[src/rtl/afc_regs.vh]
// register offsets, field positions, reset values and timing counts for the
// filter and interrupt control register group; definitions only
`ifndef AFC_REGS_VH
`define AFC_REGS_VH
`define AFC_ADDR_W        7
`define AFC_HPF_CTRL      7'h21
`define AFC_PAD_CTRL      7'h22
`define AFC_SCALE_CTRL    7'h23
`define AFC_WAKE_CTRL     7'h24
`define AFC_ZERO_STROBE   7'h25
`define AFC_REF_VALUE     7'h26
`define AFC_BOOT_BIT      7
`define AFC_HPM_HI        6
`define AFC_HPM_LO        5
`define AFC_FDS_BIT       4
`define AFC_FILTER_TO_IRQ_B_BIT     3
`define AFC_FILTER_TO_IRQ_A_BIT     2
`define AFC_HPCF_HI       1
`define AFC_HPCF_LO       0
`define AFC_IHL_BIT       7
`define AFC_PPOD_BIT      6
`define AFC_LATCH_IRQ_B_BIT      5
`define AFC_I2CFG_HI      4
`define AFC_I2CFG_LO      3
`define AFC_LATCH_IRQ_A_BIT      2
`define AFC_I1CFG_HI      1
`define AFC_I1CFG_LO      0
`define AFC_FS_HI         5
`define AFC_FS_LO         4
`define AFC_SELFTEST_POLARITY_BIT    3
`define AFC_ST_BIT        1
`define AFC_SIM_BIT       0
`define AFC_SCALE_MASK    8'h3B
`define AFC_WAKE_MASK     8'h03
`define AFC_RST_BYTE      8'h00
`define AFC_TRIM_WORDS    4
`define AFC_TRIM_AW       2
`define AFC_CLK_MHZ       250
`define AFC_TRIM_STEP_NS  40
`define AFC_TRIM_STEP_CYC ((`AFC_TRIM_STEP_NS * `AFC_CLK_MHZ + 999) / 1000)
`endif

[src/rtl/afc_ctrl_regs.v]
// filter, interrupt pad, scale and wake control registers of an accelerometer
// assumes a serial-port front end on clk_i giving 7-bit address and strobes,
// and nonvolatile trim reached by a one-cycle read port
// events, data ready and source-read strobes come from logic on clk_i, so
// none of them passes a synchroniser
`timescale 1ns/100ps
`include "afc_regs.vh"

module afc_ctrl_regs (
  input  wire                   clk_i,
  input  wire                   rstn_i,
  // register access from the serial front end
  input  wire [`AFC_ADDR_W-1:0] reg_addr_i,
  input  wire                   reg_wr_i,
  input  wire                   reg_rd_i,
  input  wire [7:0]             reg_wdata_i,
  output reg  [7:0]             reg_rdata_o,
  // interrupt source register reads, decoded by the front end
  input  wire                   irq_a_source_reg_rd_i,
  input  wire                   irq_b_source_reg_rd_i,
  // raw events from the interrupt generators and data path
  input  wire                   irq_a_event_i,
  input  wire                   irq_b_event_i,
  input  wire                   data_ready_i,
  // trim memory read port and calibration write port
  output reg  [`AFC_TRIM_AW-1:0] trim_addr_o,
  output reg                    trim_rd_o,
  input  wire [7:0]             trim_data_i,
  output reg                    trim_we_o,
  output reg  [`AFC_TRIM_AW-1:0] trim_wr_addr_o,
  output reg  [7:0]             trim_wdata_o,
  output wire                   boot_running_o,
  // filter control
  output wire [1:0]             filter_mode_sel_o,
  output wire                   filtered_out_sel_o,
  output wire                   filter_to_irq_b_o,
  output wire                   filter_to_irq_a_o,
  output wire [1:0]             cutoff_sel_o,
  output reg  [6:0]             filter_coefficient_o,
  output wire                   filter_use_reference_o,
  output wire [7:0]             reference_bits_o,
  output reg                    filter_zero_o,
  // scale, self-test, serial mode, wake
  output wire [1:0]             full_scale_sel_o,
  output wire                   selftest_on_o,
  output wire                   selftest_polarity_o,
  output wire                   spi_wire_mode_o,
  output wire [1:0]             wake_mode_sel_o,
  // latched interrupt state
  output reg                    irq_a_held_o,
  output reg                    irq_b_held_o,
  // interrupt pads
  output reg                    int_a_pad_o,
  output reg                    int_a_pad_oe_o,
  output reg                    int_b_pad_o,
  output reg                    int_b_pad_oe_o
);

  localparam ST_IDLE = 3'b001;
  localparam ST_READ = 3'b010;
  localparam ST_WAIT = 3'b100;
  // integer forms are cut to the counter widths on purpose
  localparam integer STEP_CYC_I  = `AFC_TRIM_STEP_CYC;
  localparam integer LAST_WORD_I = `AFC_TRIM_WORDS - 1;
  localparam [7:0] STEP_CYC = STEP_CYC_I[7:0];
  localparam [`AFC_TRIM_AW-1:0] LAST_WORD = LAST_WORD_I[`AFC_TRIM_AW-1:0];

  reg [7:0]             hpf_ctrl_r;
  reg [7:0]             pad_ctrl_r;
  reg [7:0]             scale_ctrl_r;
  reg [7:0]             wake_ctrl_r;
  reg [7:0]             ref_r;
  reg [2:0]             state_r;
  reg [2:0]             state_nxt;
  reg [`AFC_TRIM_AW-1:0] word_r;
  reg [7:0]             wait_r;
  reg                   pwr_boot_r;
  reg                   irq_a_lvl_r;
  reg                   irq_b_lvl_r;

  wire wr_hpf   = reg_wr_i && (reg_addr_i == `AFC_HPF_CTRL);
  wire wr_pad   = reg_wr_i && (reg_addr_i == `AFC_PAD_CTRL);
  wire wr_scale = reg_wr_i && (reg_addr_i == `AFC_SCALE_CTRL);
  wire wr_wake  = reg_wr_i && (reg_addr_i == `AFC_WAKE_CTRL);
  wire wr_ref   = reg_wr_i && (reg_addr_i == `AFC_REF_VALUE);
  wire copy_done = (state_r == ST_WAIT) && (wait_r == 8'h00) && (word_r == LAST_WORD);

  assign boot_running_o      = hpf_ctrl_r[`AFC_BOOT_BIT];
  assign filter_mode_sel_o   = hpf_ctrl_r[`AFC_HPM_HI:`AFC_HPM_LO];
  assign filtered_out_sel_o  = hpf_ctrl_r[`AFC_FDS_BIT];
  assign filter_to_irq_b_o   = hpf_ctrl_r[`AFC_FILTER_TO_IRQ_B_BIT];
  assign filter_to_irq_a_o   = hpf_ctrl_r[`AFC_FILTER_TO_IRQ_A_BIT];
  assign cutoff_sel_o        = hpf_ctrl_r[`AFC_HPCF_HI:`AFC_HPCF_LO];
  assign reference_bits_o    = ref_r;
  // code 11 is undefined; treated as normal mode
  assign filter_use_reference_o = (filter_mode_sel_o == 2'h1) &&
    (filtered_out_sel_o || filter_to_irq_b_o || filter_to_irq_a_o);
  assign full_scale_sel_o    = scale_ctrl_r[`AFC_FS_HI:`AFC_FS_LO];
  assign selftest_on_o       = scale_ctrl_r[`AFC_ST_BIT];
  assign selftest_polarity_o = scale_ctrl_r[`AFC_SELFTEST_POLARITY_BIT];
  assign spi_wire_mode_o     = scale_ctrl_r[`AFC_SIM_BIT];
  assign wake_mode_sel_o     = wake_ctrl_r[1:0];

  // pad level from a two-bit selection, before polarity
  function pad_level;
    input [1:0] sel;
    input       own;
    input       both;
    input       drdy;
    input       boot;
    begin
      case (sel)
        2'h0:    pad_level = own;
        2'h1:    pad_level = both;
        2'h2:    pad_level = drdy;
        default: pad_level = boot;
      endcase
    end
  endfunction

  // control registers; boot flag set by software or power-up, cleared by copy
  always @(posedge clk_i) begin
    if (!rstn_i) begin
      hpf_ctrl_r   <= `AFC_RST_BYTE;
      pad_ctrl_r   <= `AFC_RST_BYTE;
      scale_ctrl_r <= `AFC_RST_BYTE;
      wake_ctrl_r  <= `AFC_RST_BYTE;
      ref_r        <= `AFC_RST_BYTE;
      pwr_boot_r   <= 1'b1;
    end else begin
      // one-shot: starts the power-up copy with no bus traffic
      pwr_boot_r <= 1'b0;
      if (wr_hpf) begin
        hpf_ctrl_r[6:0] <= reg_wdata_i[6:0];
      end
      // software set wins over completion clear
      if ((wr_hpf && reg_wdata_i[`AFC_BOOT_BIT]) || pwr_boot_r) begin
        hpf_ctrl_r[`AFC_BOOT_BIT] <= 1'b1;
      end else if (copy_done) begin
        hpf_ctrl_r[`AFC_BOOT_BIT] <= 1'b0;
      end
      if (wr_pad) begin
        pad_ctrl_r <= reg_wdata_i;
      end
      if (wr_scale) begin
        scale_ctrl_r <= reg_wdata_i & `AFC_SCALE_MASK;
      end
      if (wr_wake) begin
        wake_ctrl_r <= reg_wdata_i & `AFC_WAKE_MASK;
      end
      if (wr_ref) begin
        ref_r <= reg_wdata_i;
      end
    end
  end

  // trim copy sequencer: read a word, wait, write it to calibration
  // each word costs one read cycle, STEP_CYC+1 wait cycles, then the write;
  // a reboot request in the completion cycle of a copy keeps the flag up and the copy runs again
  always @* begin
    state_nxt = state_r;
    case (state_r)
      ST_IDLE: begin
        if (hpf_ctrl_r[`AFC_BOOT_BIT]) begin
          state_nxt = ST_READ;
        end
      end
      ST_READ: begin
        state_nxt = ST_WAIT;
      end
      ST_WAIT: begin
        if (wait_r == 8'h00) begin
          state_nxt = (word_r == LAST_WORD) ? ST_IDLE : ST_READ;
        end
      end
      default: begin
        state_nxt = ST_IDLE;
      end
    endcase
  end

  always @(posedge clk_i) begin
    if (!rstn_i) begin
      state_r        <= ST_IDLE;
      word_r         <= {`AFC_TRIM_AW{1'b0}};
      wait_r         <= 8'h00;
      trim_addr_o    <= {`AFC_TRIM_AW{1'b0}};
      trim_rd_o      <= 1'b0;
      trim_we_o      <= 1'b0;
      trim_wr_addr_o <= {`AFC_TRIM_AW{1'b0}};
      trim_wdata_o   <= 8'h00;
    end else begin
      state_r   <= state_nxt;
      trim_rd_o <= 1'b0;
      trim_we_o <= 1'b0;
      case (state_r)
        ST_IDLE: begin
          word_r <= {`AFC_TRIM_AW{1'b0}};
        end
        ST_READ: begin
          trim_addr_o <= word_r;
          trim_rd_o   <= 1'b1;
          wait_r      <= STEP_CYC;
        end
        ST_WAIT: begin
          if (wait_r != 8'h00) begin
            wait_r <= wait_r - 8'h01;
          end else begin
            trim_we_o      <= 1'b1;
            trim_wr_addr_o <= word_r;
            trim_wdata_o   <= trim_data_i;
            word_r         <= word_r + 1'b1;
          end
        end
        default: begin
          word_r <= {`AFC_TRIM_AW{1'b0}};
        end
      endcase
    end
  end

  // filter coefficient and zeroing strobe
  // coefficient lags the cutoff field by one cycle; the zeroing read is
  // ignored in reference mode, where the filter follows the stored reference
  always @(posedge clk_i) begin
    if (!rstn_i) begin
      filter_coefficient_o <= 7'h08;
      filter_zero_o        <= 1'b0;
    end else begin
      filter_coefficient_o <= 7'h08 << cutoff_sel_o;
      filter_zero_o <= reg_rd_i && (reg_addr_i == `AFC_ZERO_STROBE)
                       && (filter_mode_sel_o != 2'h1);
    end
  end

  // interrupt requests: latched until source read, event wins over clear
  // with the latch bit clear the pad follows the raw event only
  always @(posedge clk_i) begin
    if (!rstn_i) begin
      irq_a_held_o <= 1'b0;
      irq_b_held_o <= 1'b0;
    end else begin
      if (irq_a_event_i && pad_ctrl_r[`AFC_LATCH_IRQ_A_BIT]) begin
        irq_a_held_o <= 1'b1;
      end else if (irq_a_source_reg_rd_i || !pad_ctrl_r[`AFC_LATCH_IRQ_A_BIT]) begin
        irq_a_held_o <= 1'b0;
      end
      if (irq_b_event_i && pad_ctrl_r[`AFC_LATCH_IRQ_B_BIT]) begin
        irq_b_held_o <= 1'b1;
      end else if (irq_b_source_reg_rd_i || !pad_ctrl_r[`AFC_LATCH_IRQ_B_BIT]) begin
        irq_b_held_o <= 1'b0;
      end
    end
  end

  always @* begin
    irq_a_lvl_r = irq_a_event_i || irq_a_held_o;
    irq_b_lvl_r = irq_b_event_i || irq_b_held_o;
  end

  // pad levels after selection and polarity, registered below
  wire pad_a_lvl = pad_level(pad_ctrl_r[`AFC_I1CFG_HI:`AFC_I1CFG_LO], irq_a_lvl_r,
                             irq_a_lvl_r | irq_b_lvl_r, data_ready_i,
                             boot_running_o)
                   ^ pad_ctrl_r[`AFC_IHL_BIT];
  wire pad_b_lvl = pad_level(pad_ctrl_r[`AFC_I2CFG_HI:`AFC_I2CFG_LO], irq_b_lvl_r,
                             irq_a_lvl_r | irq_b_lvl_r, data_ready_i,
                             boot_running_o)
                   ^ pad_ctrl_r[`AFC_IHL_BIT];

  // pads: open-drain drives only the low level
  // the high level of an open-drain pad is left to the board pull-up
  always @(posedge clk_i) begin
    if (!rstn_i) begin
      int_a_pad_o    <= 1'b0;
      int_a_pad_oe_o <= 1'b1;
      int_b_pad_o    <= 1'b0;
      int_b_pad_oe_o <= 1'b1;
    end else begin
      int_a_pad_o    <= pad_ctrl_r[`AFC_PPOD_BIT] ? 1'b0 : pad_a_lvl;
      int_a_pad_oe_o <= !pad_ctrl_r[`AFC_PPOD_BIT] || !pad_a_lvl;
      int_b_pad_o    <= pad_ctrl_r[`AFC_PPOD_BIT] ? 1'b0 : pad_b_lvl;
      int_b_pad_oe_o <= !pad_ctrl_r[`AFC_PPOD_BIT] || !pad_b_lvl;
    end
  end

  // read data; strobe address and unmapped addresses read zero
  // the zeroing location is a dummy: its read only clears the filter
  always @(posedge clk_i) begin
    if (!rstn_i) begin
      reg_rdata_o <= 8'h00;
    end else if (reg_rd_i) begin
      if (reg_addr_i == `AFC_HPF_CTRL) begin
        reg_rdata_o <= hpf_ctrl_r;
      end else if (reg_addr_i == `AFC_PAD_CTRL) begin
        reg_rdata_o <= pad_ctrl_r;
      end else if (reg_addr_i == `AFC_SCALE_CTRL) begin
        reg_rdata_o <= scale_ctrl_r;
      end else if (reg_addr_i == `AFC_WAKE_CTRL) begin
        reg_rdata_o <= wake_ctrl_r;
      end else if (reg_addr_i == `AFC_REF_VALUE) begin
        reg_rdata_o <= ref_r;
      end else begin
        reg_rdata_o <= 8'h00;
      end
    end
  end

endmodule // afc_ctrl_regs

[config.mk]
export PLATFORM = sky130hd
export DESIGN_NAME = afc_ctrl_regs
export DESIGN_NICKNAME = d
export VERILOG_FILES = /design/src/rtl/afc_ctrl_regs.v
export VERILOG_INCLUDE_DIRS = /design/src /design/src/rtl
export SDC_FILE = /design/constraint.sdc
export NUM_CORES = 1
export LEC_CHECK = 0
export ABC_AREA = 0
export BUFFER_PORTS_ARGS = -buffer_cell sky130_fd_sc_hd__buf_4
export CORE_MARGIN = 1
export CORE_UTILIZATION = 36
export DETAILED_ROUTE_END_ITERATION = 10
export HOLD_SLACK_MARGIN = 0.08
export PLACE_DENSITY = 0.67
export SLEW_MARGIN = 5
export SYNTH_ARGS = -nofsm -noshare
export SYNTH_HDL_FRONTEND = slang
export SYNTH_SLANG_ARGS = --single-unit
[constraint.sdc]
create_clock -name clk_i -period 1.5 [get_ports clk_i]
set_input_delay 0.3 -clock clk_i [delete_from_list [all_inputs] [get_ports clk_i]]
set_output_delay 0.3 -clock clk_i [all_outputs]
set_load 0.02 [all_outputs]
==> results.md, run 1 <==
- Root buffer cell: clkbuf_8
- Post-Place Cells: 598
- Reg-to-reg slack, setup: -0.09 ns
- Worst-skew pair later-pin latency: 0.35 ns
- Vias in the first global route: 2864
- Worst Setup End Kind: register
- Initial antenna violation count: 0
- Worst Reg-to-Reg Cells: 7
- Fillers: 843
- GPL Wtd Cong: 0.869
- Core Region: 9200 um^2
- Finished Layout Cells: 622
- Fin Hold WS: 0.175 ns
- WP data arrival: 1.88 ns
- Worst R2R End: trim_wdata_o[6]
- Worst EP required: 1.79 ns
- FF+latch area: 1570 um^2
- CTS buffer count: 9
- Synth Flop Type: dfxtp_1
- Diode count: 0
- Nets: 541
- Antenna-violating nets left: 0
- I/O pin cnt: 92
- Avg Inst Size Synth: 9.03 um^2
- Initial Utilization: 0.370
- Outcome: finished, violations left
- Ys async rst share: 0
- Yosys reg bits: 78
- GRT overflow: 0
- Post-Syn Instances: 377
- P_leak: 2.17 nW
- Worst vdd ir: 0.453 mV
- Unrepaired setup endpoints after global routing: true
- Fin crit period: 1.59 ns
- Fmax: 0.627 GHz
- First-pass GRT wire length: 14.4 mm
- Yosys warns: 0
- Multi-input logic area: 1840 um^2
- Cell Area, Synth: 3410 um^2
- Die ar.: 9850 um^2
- Worst Setup Start Kind: register
- Drt drc: 0
- Number of max-cap violations: 0
- Via-to-Cell Ratio: 5.05
- Clk sink count: 78
- Layout cells sized above 1: 0.391
- Via count: 3138
- Rows: 35
- Hold-fix buffers at CTS: 0
- Die H: 99.3 um
- Setup-violating endpoint count in the final report: 14
- End of the critical path: trim_wdata_o[6]
- Final period util: 1.06
- Failing checks: setup timing
- PnR worst setup slack: -0.0949 ns
- Critical path type: reg -> reg
- Per-cell routed wire length: 15.0 um
- Sequential area share after synthesis: 0.458
- Final Slew Violations: 0
- Setup WS pre-CTS: -0.123 ns
- Clk_skew: 0.00865 ns
- DRT Pass-1 Iters: 4
- H-tree lvl count: 3
- Total Power: 4.27 mW
- Fin area: 4860 um^2
- 1st-iter DRT viols: 148
- DP HPWL: 6.83 mm
- Final hold viol count: 0
- Total routed wirelength: 9.31 mm
- Worst Hold Class: in -> reg
- Worst setup path start: wait_r[0]
- Synthesis-to-finish area growth: 42.7%
- CTS Buffer Depth: 2
- Worst-path clk slew: 0.09 ns
- Crit Reg-Reg Startpoint: wait_r[0]
- Cell Pwr Density: 880 nW/um^2
- CTS tree: yes
- GR Util All Layers: 0.186
- Placed cell area: 4460 um^2
- Port Buffers: 88
- Largest net degree at the start of global routing: 24
- Max FO, Critical Path: 8
- Post-synth EDFFs: 0
- Yosys cell types: 55
- Die W: 99.3 um
area by class of cell:
| type | count | area share |
|---|---|---|
| inverter | 14 | 0.0108 |
| clock buffer | 11 | 0.0270 |
| tap | 111 | 0.0286 |
| multi-input combinational | 267 | 0.379 |
| timing repair buffer | 136 | 0.220 |
| sequential | 78 | 0.323 |
| clock inverter | 5 | 0.0118 |
power by group:
group,internal [mW],switching [mW]
combinational,0.279,0.319
clock,0.774,0.766
sequential,2.11,0.0283
total,3.16,1.11
worst max-delay path: stages (launching register included):
cell	delay (ns)
dfxtp_2	0.33
inv_2	0.08
ha_4	0.14
or3b_4	0.40
nor3_4	0.24
buf_6	0.17
nand2_1	0.08
a21oi_2	0.11
timing repair:
action / in CTS / in global routing
setup endpoints to repair: 14 / 24
buffers inserted: 0 / 7
pin swaps: 6 / 18
cloned: 0 / 1
gates resized for setup: 4 / 35
stage by stage:
| stage | util | TNS, ns |
|---|---|---|
| finish | 0.528 | -0.867 |
| global route | 0.528 | -1.85 |
| CTS | 0.508 | -0.313 |
| detailed placement | 0.485 | -2.20 |
| global placement | 0.485 | -0.927 |
| floorplan | - | 0 |
Yosys cell counts (2+ instances only):
cell type / count / share of area
dfxtp_1: 78 / 0.46
nand2_1: 49 / 0.054
nor2_1: 43 / 0.047
mux2i_1: 34 / 0.10
a21oi_1: 20 / 0.029
inv_1: 13 / 0.014
nand3_1: 12 / 0.018
clkbuf_1: 11 / 0.012
nand2b_1: 10 / 0.018
o21ai_0: 10 / 0.015
a22oi_1: 8 / 0.018
nor3_1: 8 / 0.012
o22ai_1: 5 / 0.0092
buf_2: 4 / 0.0059
o21a_1: 4 / 0.0088
a211oi_1: 3 / 0.0066
and2_1: 3 / 0.0055
buf_4: 3 / 0.0066
ha_1: 3 / 0.011
mux2_2: 3 / 0.0099
nand4b_1: 3 / 0.0077
nor2b_1: 3 / 0.0055
nor3b_1: 3 / 0.0066
o21bai_1: 3 / 0.0066
or2_2: 3 / 0.0055
a32o_1: 2 / 0.0059
and3_1: 2 / 0.0037
buf_1: 2 / 0.0022
nand3b_1: 2 / 0.0044
nor3_4: 2 / 0.0096
nor3b_2: 2 / 0.0073
o311ai_0: 2 / 0.0051
xnor2_1: 2 / 0.0051
state kept, by name, summed over array words and instances, names as in the netlist, 2 cells and up:
signal / count
filter_coefficient_o: 4
hpf_ctrl_r: 8
pad_ctrl_r: 8
reference_bits_o: 8
reg_rdata_o: 8
scale_ctrl_r: 5
state_r: 3
trim_addr_o: 2
trim_wdata_o: 8
trim_wr_addr_o: 2
wait_r: 8
wake_ctrl_r: 2
word_r: 2
layer usage:
| metal | up-vias | global-route usage | share of wire |
|---|---|---|---|
| met1 | 1487 | 0.270 | 0.50 |
| li1 | 1561 | - | - |
| met2 | 84 | 0.282 | 0.45 |
| met3 | 6 | 0.0408 | 0.043 |
| met5 | - | 0 | 0 |
| met4 | 0 | 0.0430 | 0.0089 |
cells by family after synthesis:
kind of cell             after synthesis  synth area share
AND/OR/NAND/NOR                      155             0.240
flip-flops                            78             0.458
AO/OA/AOI/OAI                         65             0.126
multiplexers                          37             0.110
buffers and inverters                 35            0.0456
adder cells (fa/ha/maj)                3            0.0110
XOR/XNOR                               3           0.00772
other                                  1           0.00110
how the worst min path moves through the flow:
stage                               start         endpoint  cells past startpoint
after global routing        irq_b_event_i     irq_b_held_o                      3
after floorplan             irq_a_event_i     irq_a_held_o                      2
after CTS                   irq_b_event_i     irq_b_held_o                      3
after global placement    trim_wdata_o[5]  trim_wdata_o[5]                      2
final                       irq_b_event_i     irq_b_held_o                      3
after detailed placement  trim_wdata_o[5]  trim_wdata_o[5]                      2
cells in the final DEF (no fill, tap or decap), drive strengths merged, types with 4 or more instances in the layout:
cell and n:
nor3 10, a21oi 23, nor2 43, dfxtp 78, a22oi 8, nand2 49, o22ai 5, mux2i 34
nand2b 10, nor3b 5, clkinv 4, o21ai 10, o21a 4, nand3 13, inv 14, clkbuf 11
buf 136
Power figures use the tool's default switching activity.
==> inputs of run 2 (changes only) <==
--- a/config.mk
+++ b/config.mk
@@ -12,7 +12,6 @@
 export CORE_UTILIZATION = 36
 export DETAILED_ROUTE_END_ITERATION = 10
 export HOLD_SLACK_MARGIN = 0.08
-export PLACE_DENSITY = 0.67
 export SLEW_MARGIN = 5
 export SYNTH_ARGS = -nofsm -noshare
 export SYNTH_HDL_FRONTEND = slang
==> results.md, run 2 (same netlist as run 1, synthesis figures left out) <==
- Outcome: finished, violations left
- Failing checks: setup timing
- Worst-path cell chain: inv_2 -> ha_4 -> or3b_4 -> nor3_4 -> buf_6 -> nand2_1 -> a21oi_2
- Core Region: 9200 um^2 (unchanged)
- Worst Setup Start Kind: register
- Placed cell area: 4480 um^2 (+0.45%)
- 1st-iter DRT viols: 126 (-15%)
- Final hold viol count: 0 (unchanged)
- Worst EP required: 1.80 ns (about the same)
- Number of max-cap violations: 0 (unchanged)
- H-tree lvl count: 3 (unchanged)
- CTS buffer count: 9 (unchanged)
- Via-to-Cell Ratio: 4.92 (-2.4%)
- Clk_skew: 0.00388 ns (-0.00476 ns)
- Root buffer cell: clkbuf_8
- Buf/Inv on CP: 2 (unchanged)
- DRT Pass-1 Iters: 4 (unchanged)
- Setup WS pre-CTS: -0.137 ns (-0.0139 ns)
- Antenna-violating nets left: 0 (unchanged)
- Util after Layout: 0.519 (-0.00980)
- Worst-skew pair later-pin latency: 0.35 ns (about the same)
- Worst setup path start: wait_r[0]
- Cell internal pwr: 3.18 mW (+0.65%)
- Commonest non-fill, non-tap cell in the layout: buf_4
- Port Buffers: 88 (unchanged)
- Launch point of the worst hold path: irq_b_event_i
- Clock Power Share: 0.373 (+0.013)
- WP data arrival: 1.90 ns (+0.02 ns)
- GPL Wtd Cong: 0.840 (-3.4%)
- Post-Place Cells: 604 (+1.0%)
- Via count: 3068 (-2.2%)
- Die W: 99.3 um (unchanged)
- Layout cells sized above 1: 0.369 (-0.0222)
- P_leak: 2.13 nW (-1.7%)
- Crit Reg-Reg Startpoint: wait_r[0]
- Die H: 99.3 um (unchanged)
- Logic gate share of total power: 0.127 (-0.013)
- Worst Hold Class: in -> reg
- Fin crit period: 1.61 ns (+0.0122 ns)
- Final period util: 1.07 (+0.00812)
- DP HPWL: 6.81 mm (-0.36%)
- Worst-path clk slew: 0.08 ns (about the same)
- Finished Layout Cells: 623 (+0.16%)
- CTS Buffer Depth: 2 (unchanged)
- Drt drc: 0 (unchanged)
- Nets: 542 (+0.18%)
- Switching Power: 1.09 mW (-2.0%)
- Switching Share: 0.255 (-0.00503)
- Initial Utilization: 0.370 (unchanged)
- Initial antenna violation count: 0 (unchanged)
- CTS tree: yes
- PnR worst setup slack: -0.107 ns (-0.0122 ns)
- Critical path type: reg -> reg
- CP top delay family: simple AND/OR/NAND/NOR gates
- Per-cell routed wire length: 14.4 um (-3.8%)
- Total routed wirelength: 8.97 mm (-3.7%)
- I/O pin cnt: 92 (unchanged)
- Largest stage delay, worst path: 0.40 ns (about the same)
- Synthesis-to-finish area growth: 40.0%
- Fillers: 879 (+4.3%)
- Final Slew Violations: 0 (unchanged)
- Largest net degree at the start of global routing: 24 (unchanged)
- GRT overflow: 0 (unchanged)
- Most frequent cells in the layout: buf_4, dfxtp_1, nand2_1
- Setup-violating endpoint count in the final report: 13 (-1)
- Share of power burned in registers: 0.499 (about the same)
- Fin Hold WS: 0.169 ns (-0.00642 ns)
- Die ar.: 9850 um^2 (unchanged)
- Worst Setup End Kind: register
- Cell Pwr Density: 896 nW/um^2 (+1.9%)
- Fin area: 4770 um^2 (-1.9%)
- Fmax: 0.622 GHz (-0.76%)
- Worst vdd ir: 0.381 mV (-16%)
- Clk sink count: 78 (unchanged)
- Diode count: 0 (unchanged)
- First-pass GRT wire length: 14.0 mm (-2.5%)
- Slowest CP cell: or3b_4
- Rows: 35 (unchanged)
- Vias in the first global route: 2745 (-4.2%)
- GR Util All Layers: 0.186 (about the same)
- Unrepaired setup endpoints after global routing: true
- Max FO, Critical Path: 7 (-1)
-- run 2: repair_timing --
action / in CTS / in global routing
gates resized for setup: 3 / 17
pin swaps: 4 / 15
cloned: 1 / 0
endpoints found under the setup margin: 12 / 24
hold endpoints to repair: 0 / 0
setup buffers: 2 / 0
hold buffers: 0 / 0
-- run 2: final cells by class --
class	count	area, um^2	area share
multi-input combinational	267	1770	0.370
sequential	78	1570	0.329
timing repair buffer	137	1040	0.219
clock buffer	11	141	0.0297
tap	111	139	0.0291
clock inverter	5	58.8	0.0123
inverter	14	52.6	0.0110
-- run 2: path summary, 6_finish.rpt --
check	endpoint	slack, ns	cells past startpoint
worst min register to register	trim_wdata_o[1]	0.46	2
worst max-delay path	trim_wr_addr_o[0]	-0.11	7
worst max register to register	trim_wr_addr_o[0]	-0.11	7
worst min-delay path	irq_b_held_o	0.17	3
-- run 2: per-stage QoR --
step           setup TNS, ns  power, mW
3_5_place_dp           -2.60       2.70
3_3_place_gp           -1.23       2.70
2_1_floorplan              0       2.47
6_report               -1.03       4.27
4_1_cts               -0.478       4.30
5_1_grt                -2.31       4.45
-- run 2: layer usage --
metal | track usage | wire length (um) | vias up
met5 | 0 | 0 | -
met4 | 0.0724 | 144 | 0
met3 | 0.0443 | 344 | 10
met2 | 0.267 | 3780 | 66
met1 | 0.267 | 4700 | 1428
li1 | - | - | 1564
-- run 2: tightest hold or removal path: stages --
cell,delay [ns]
buf_4,0.09
a21oi_1,0.03
nor2_1,0.06
-- run 2: power by group through the flow --
stage / Combinational [mW] / Clock [mW] / Sequential, mW
after detailed placement: 0.522 / 0 / 2.18
after floorplan: 0.270 / 0 / 2.20
final: 0.544 / 1.59 / 2.13
after global routing: 0.595 / 1.72 / 2.14
after CTS: 0.536 / 1.63 / 2.13
after global placement: 0.516 / 0 / 2.18
==> inputs of run 3 (changes only) <==
--- a/config.mk
+++ b/config.mk
@@ -10,6 +10,7 @@
 export BUFFER_PORTS_ARGS = -buffer_cell sky130_fd_sc_hd__buf_4
 export CORE_MARGIN = 1
 export CORE_UTILIZATION = 36
+export CTS_BUF_LIST = sky130_fd_sc_hd__clkbuf_8
 export DETAILED_ROUTE_END_ITERATION = 10
 export HOLD_SLACK_MARGIN = 0.08
 export SLEW_MARGIN = 5
==> constraint.sdc (replaced) <==
create_clock -name clk_i -period 1.3 [get_ports clk_i]
set_input_delay 0.26 -clock clk_i [delete_from_list [all_inputs] [get_ports clk_i]]
set_output_delay 0.26 -clock clk_i [all_outputs]
set_load 0.1 [all_outputs]
==> results.md, run 3 (same netlist as run 1, synthesis figures left out) <==
- Outcome: finished, violations left
- Failing checks: setup timing
- Setup WS pre-CTS: -0.305 ns (-0.168 ns)
- Clk_skew: 0.0122 ns (+0.00835 ns)
- 1st-iter DRT viols: 93 (-26%)
- Layout cells sized above 1: 0.479 (+0.110)
- Reg-to-reg slack, setup: -0.24 ns (-0.13 ns)
- Max FO, Critical Path: 12 (+5)
- PnR worst setup slack: -0.241 ns (-0.134 ns)
- Final Slew Violations: 0 (unchanged)
- Vias in the first global route: 3017 (+9.9%)
- GRT overflow: 0 (unchanged)
- Final period util: 1.19 (+0.114)
- Launch point of the worst hold path: trim_data_i[5]
- Rows: 35 (unchanged)
- Nets: 550 (+1.5%)
- Via count: 3221 (+5.0%)
- CTS tree: yes
- Fin crit period: 1.54 ns (-0.0662 ns)
- Core Region: 9200 um^2 (unchanged)
- Util after Layout: 0.560 (+0.0416)
- Unrepaired setup endpoints after global routing: true
- DRT Pass-1 Iters: 4 (unchanged)
- Worst Setup Start Kind: register
- Root buffer cell: clkbuf_8
- Port Buffers: 88 (unchanged)
- Setup-violating endpoint count in the final report: 25 (+12)
- Critical path type: reg -> reg
- CTS buffer count: 9 (unchanged)
- First-pass GRT wire length: 15.0 mm (+7.0%)
- Worst-skew pair later-pin latency: 0.35 ns (about the same)
- Initial Utilization: 0.370 (unchanged)
- Worst vdd ir: 0.615 mV (+61%)
- Worst Setup End Kind: register
- Worst EP required: 1.57 ns (-0.23 ns)
- GR Util All Layers: 0.194 (+0.00854)
- Worst Hold Class: in -> reg
- Hold Crit Depth: 3 (unchanged)
- Die H: 99.3 um (unchanged)
- Worst hold path endpoint: trim_wdata_o[5]
- Diode count: 0 (unchanged)
- Die ar.: 9850 um^2 (unchanged)
- Fin Setup TNS: -3.89 ns (-2.86 ns)
- GPL Wtd Cong: 0.838 (-0.15%)
- Synthesis-to-finish area growth: 51.2%
- Most frequent cells in the layout: buf_4, nand2_1, nor2_1
- Worst R2R End: word_r[0]
- Drt drc: 0 (unchanged)
- Die W: 99.3 um (unchanged)
- Final hold viol count: 0 (unchanged)
- Cell Pwr Density: 985 nW/um^2 (+9.9%)
- Antenna-violating nets left: 0 (unchanged)
- Crit Reg-Reg Startpoint: wait_r[3]
- Fin Hold WS: 0.148 ns (-0.0207 ns)
- Initial antenna violation count: 0 (unchanged)
- Per-cell routed wire length: 15.0 um (+4.1%)
- Worst Reg-to-Reg Cells: 5 (-2)
- Fmax: 0.649 GHz (+4.3%)
- H-tree lvl count: 3 (unchanged)
- Clk sink count: 78 (unchanged)
- DP HPWL: 6.86 mm (+0.85%)
- Total routed wirelength: 9.46 mm (+5.4%)
- Total Power: 5.07 mW (+19%)
- Hold-fix buffers at CTS: 0 (unchanged)
- Number of max-cap violations: 0 (unchanged)
- Via-to-Cell Ratio: 5.10 (+3.7%)
- Worst-path clk slew: 0.09 ns (about the same)
- Largest net degree at the start of global routing: 20 (-17%)
- P_leak: 2.26 nW (+5.9%)
- I/O pin cnt: 92 (unchanged)
- CTS Buffer Depth: 2 (unchanged)
- Commonest non-fill, non-tap cell in the layout: buf_4
- WP data arrival: 1.81 ns (-0.09 ns)
run 3: changes by cell type in the layout (fill, tap and decap cells not counted), sizes merged:
cell / previous run / this run
buf: 137 / 146
inv: 13 / 15
clkbuf: 11 / 9
a21oi: 23 / 22
clkinvlp: 2 / 1
clkinv: 3 / 4
run 3: final cells by class:
cell class | instances | area, um^2
clock buffers | 9 | 124
clock inverters | 7 | 67.6
fillers | 830 | 4050
inverters | 14 | 52.6
multi-input cells | 266 | 1910
flip-flops and latches | 78 | 1640
well taps | 111 | 139
repair buffers | 146 | 1220
run 3: worst max path at each step:
stage	startpoint	to	slack [ns]	depth (start not counted)
after floorplan	wait_r[0]	trim_wr_addr_o[1]	-0.18	7
after detailed placement	reg_addr_i[6]	scale_ctrl_r[1]	-0.30	6
after global routing	wait_r[2]	word_r[0]	-0.30	5
after global placement	wait_r[1]	state_r[1]	-0.23	7
final	wait_r[3]	word_r[0]	-0.24	5
after CTS	wait_r[3]	word_r[0]	-0.25	5
run 3: through the flow:
stage,instance area [um^2],cells
final,5150,631
after global routing,5150,631
after CTS,4940,623
after detailed placement,4610,605
after global placement,4610,605
after floorplan,3530,379
run 3: power breakdown:
part           leakage (nW)  internal, mW  switching [mW]
Combinational          1.50         0.361           0.473
Clock                 0.102         0.877           0.910
Sequential            0.652          2.42          0.0340
Total                  2.26          3.66            1.42
run 3: routing by layer:
metal  vias to the layer above  wire length [um]  GRT usage  part of all wire
li1                       1582                 -          -                 -
met1                      1540              4700      0.263              0.50
met2                        82              4210      0.308              0.44
met3                        17               338     0.0337             0.036
met4                         0               210     0.0769             0.022
met5                         -                 0          0                 0
run 3: worst max-delay path, cell delays in order, from the launching register on:
cell and delay, ns:
dfxtp_2 0.34, or4_4 0.56, nor3_4 0.21, buf_12 0.15, nor2_1 0.04, a211oi_1 0.16
run 3: what timing repair did:
action,CTS,global route
setup buffers,2,7
cloned,0,1
endpoints found under the setup margin,30,41
pin swaps,16,17
gates resized for setup,28,39
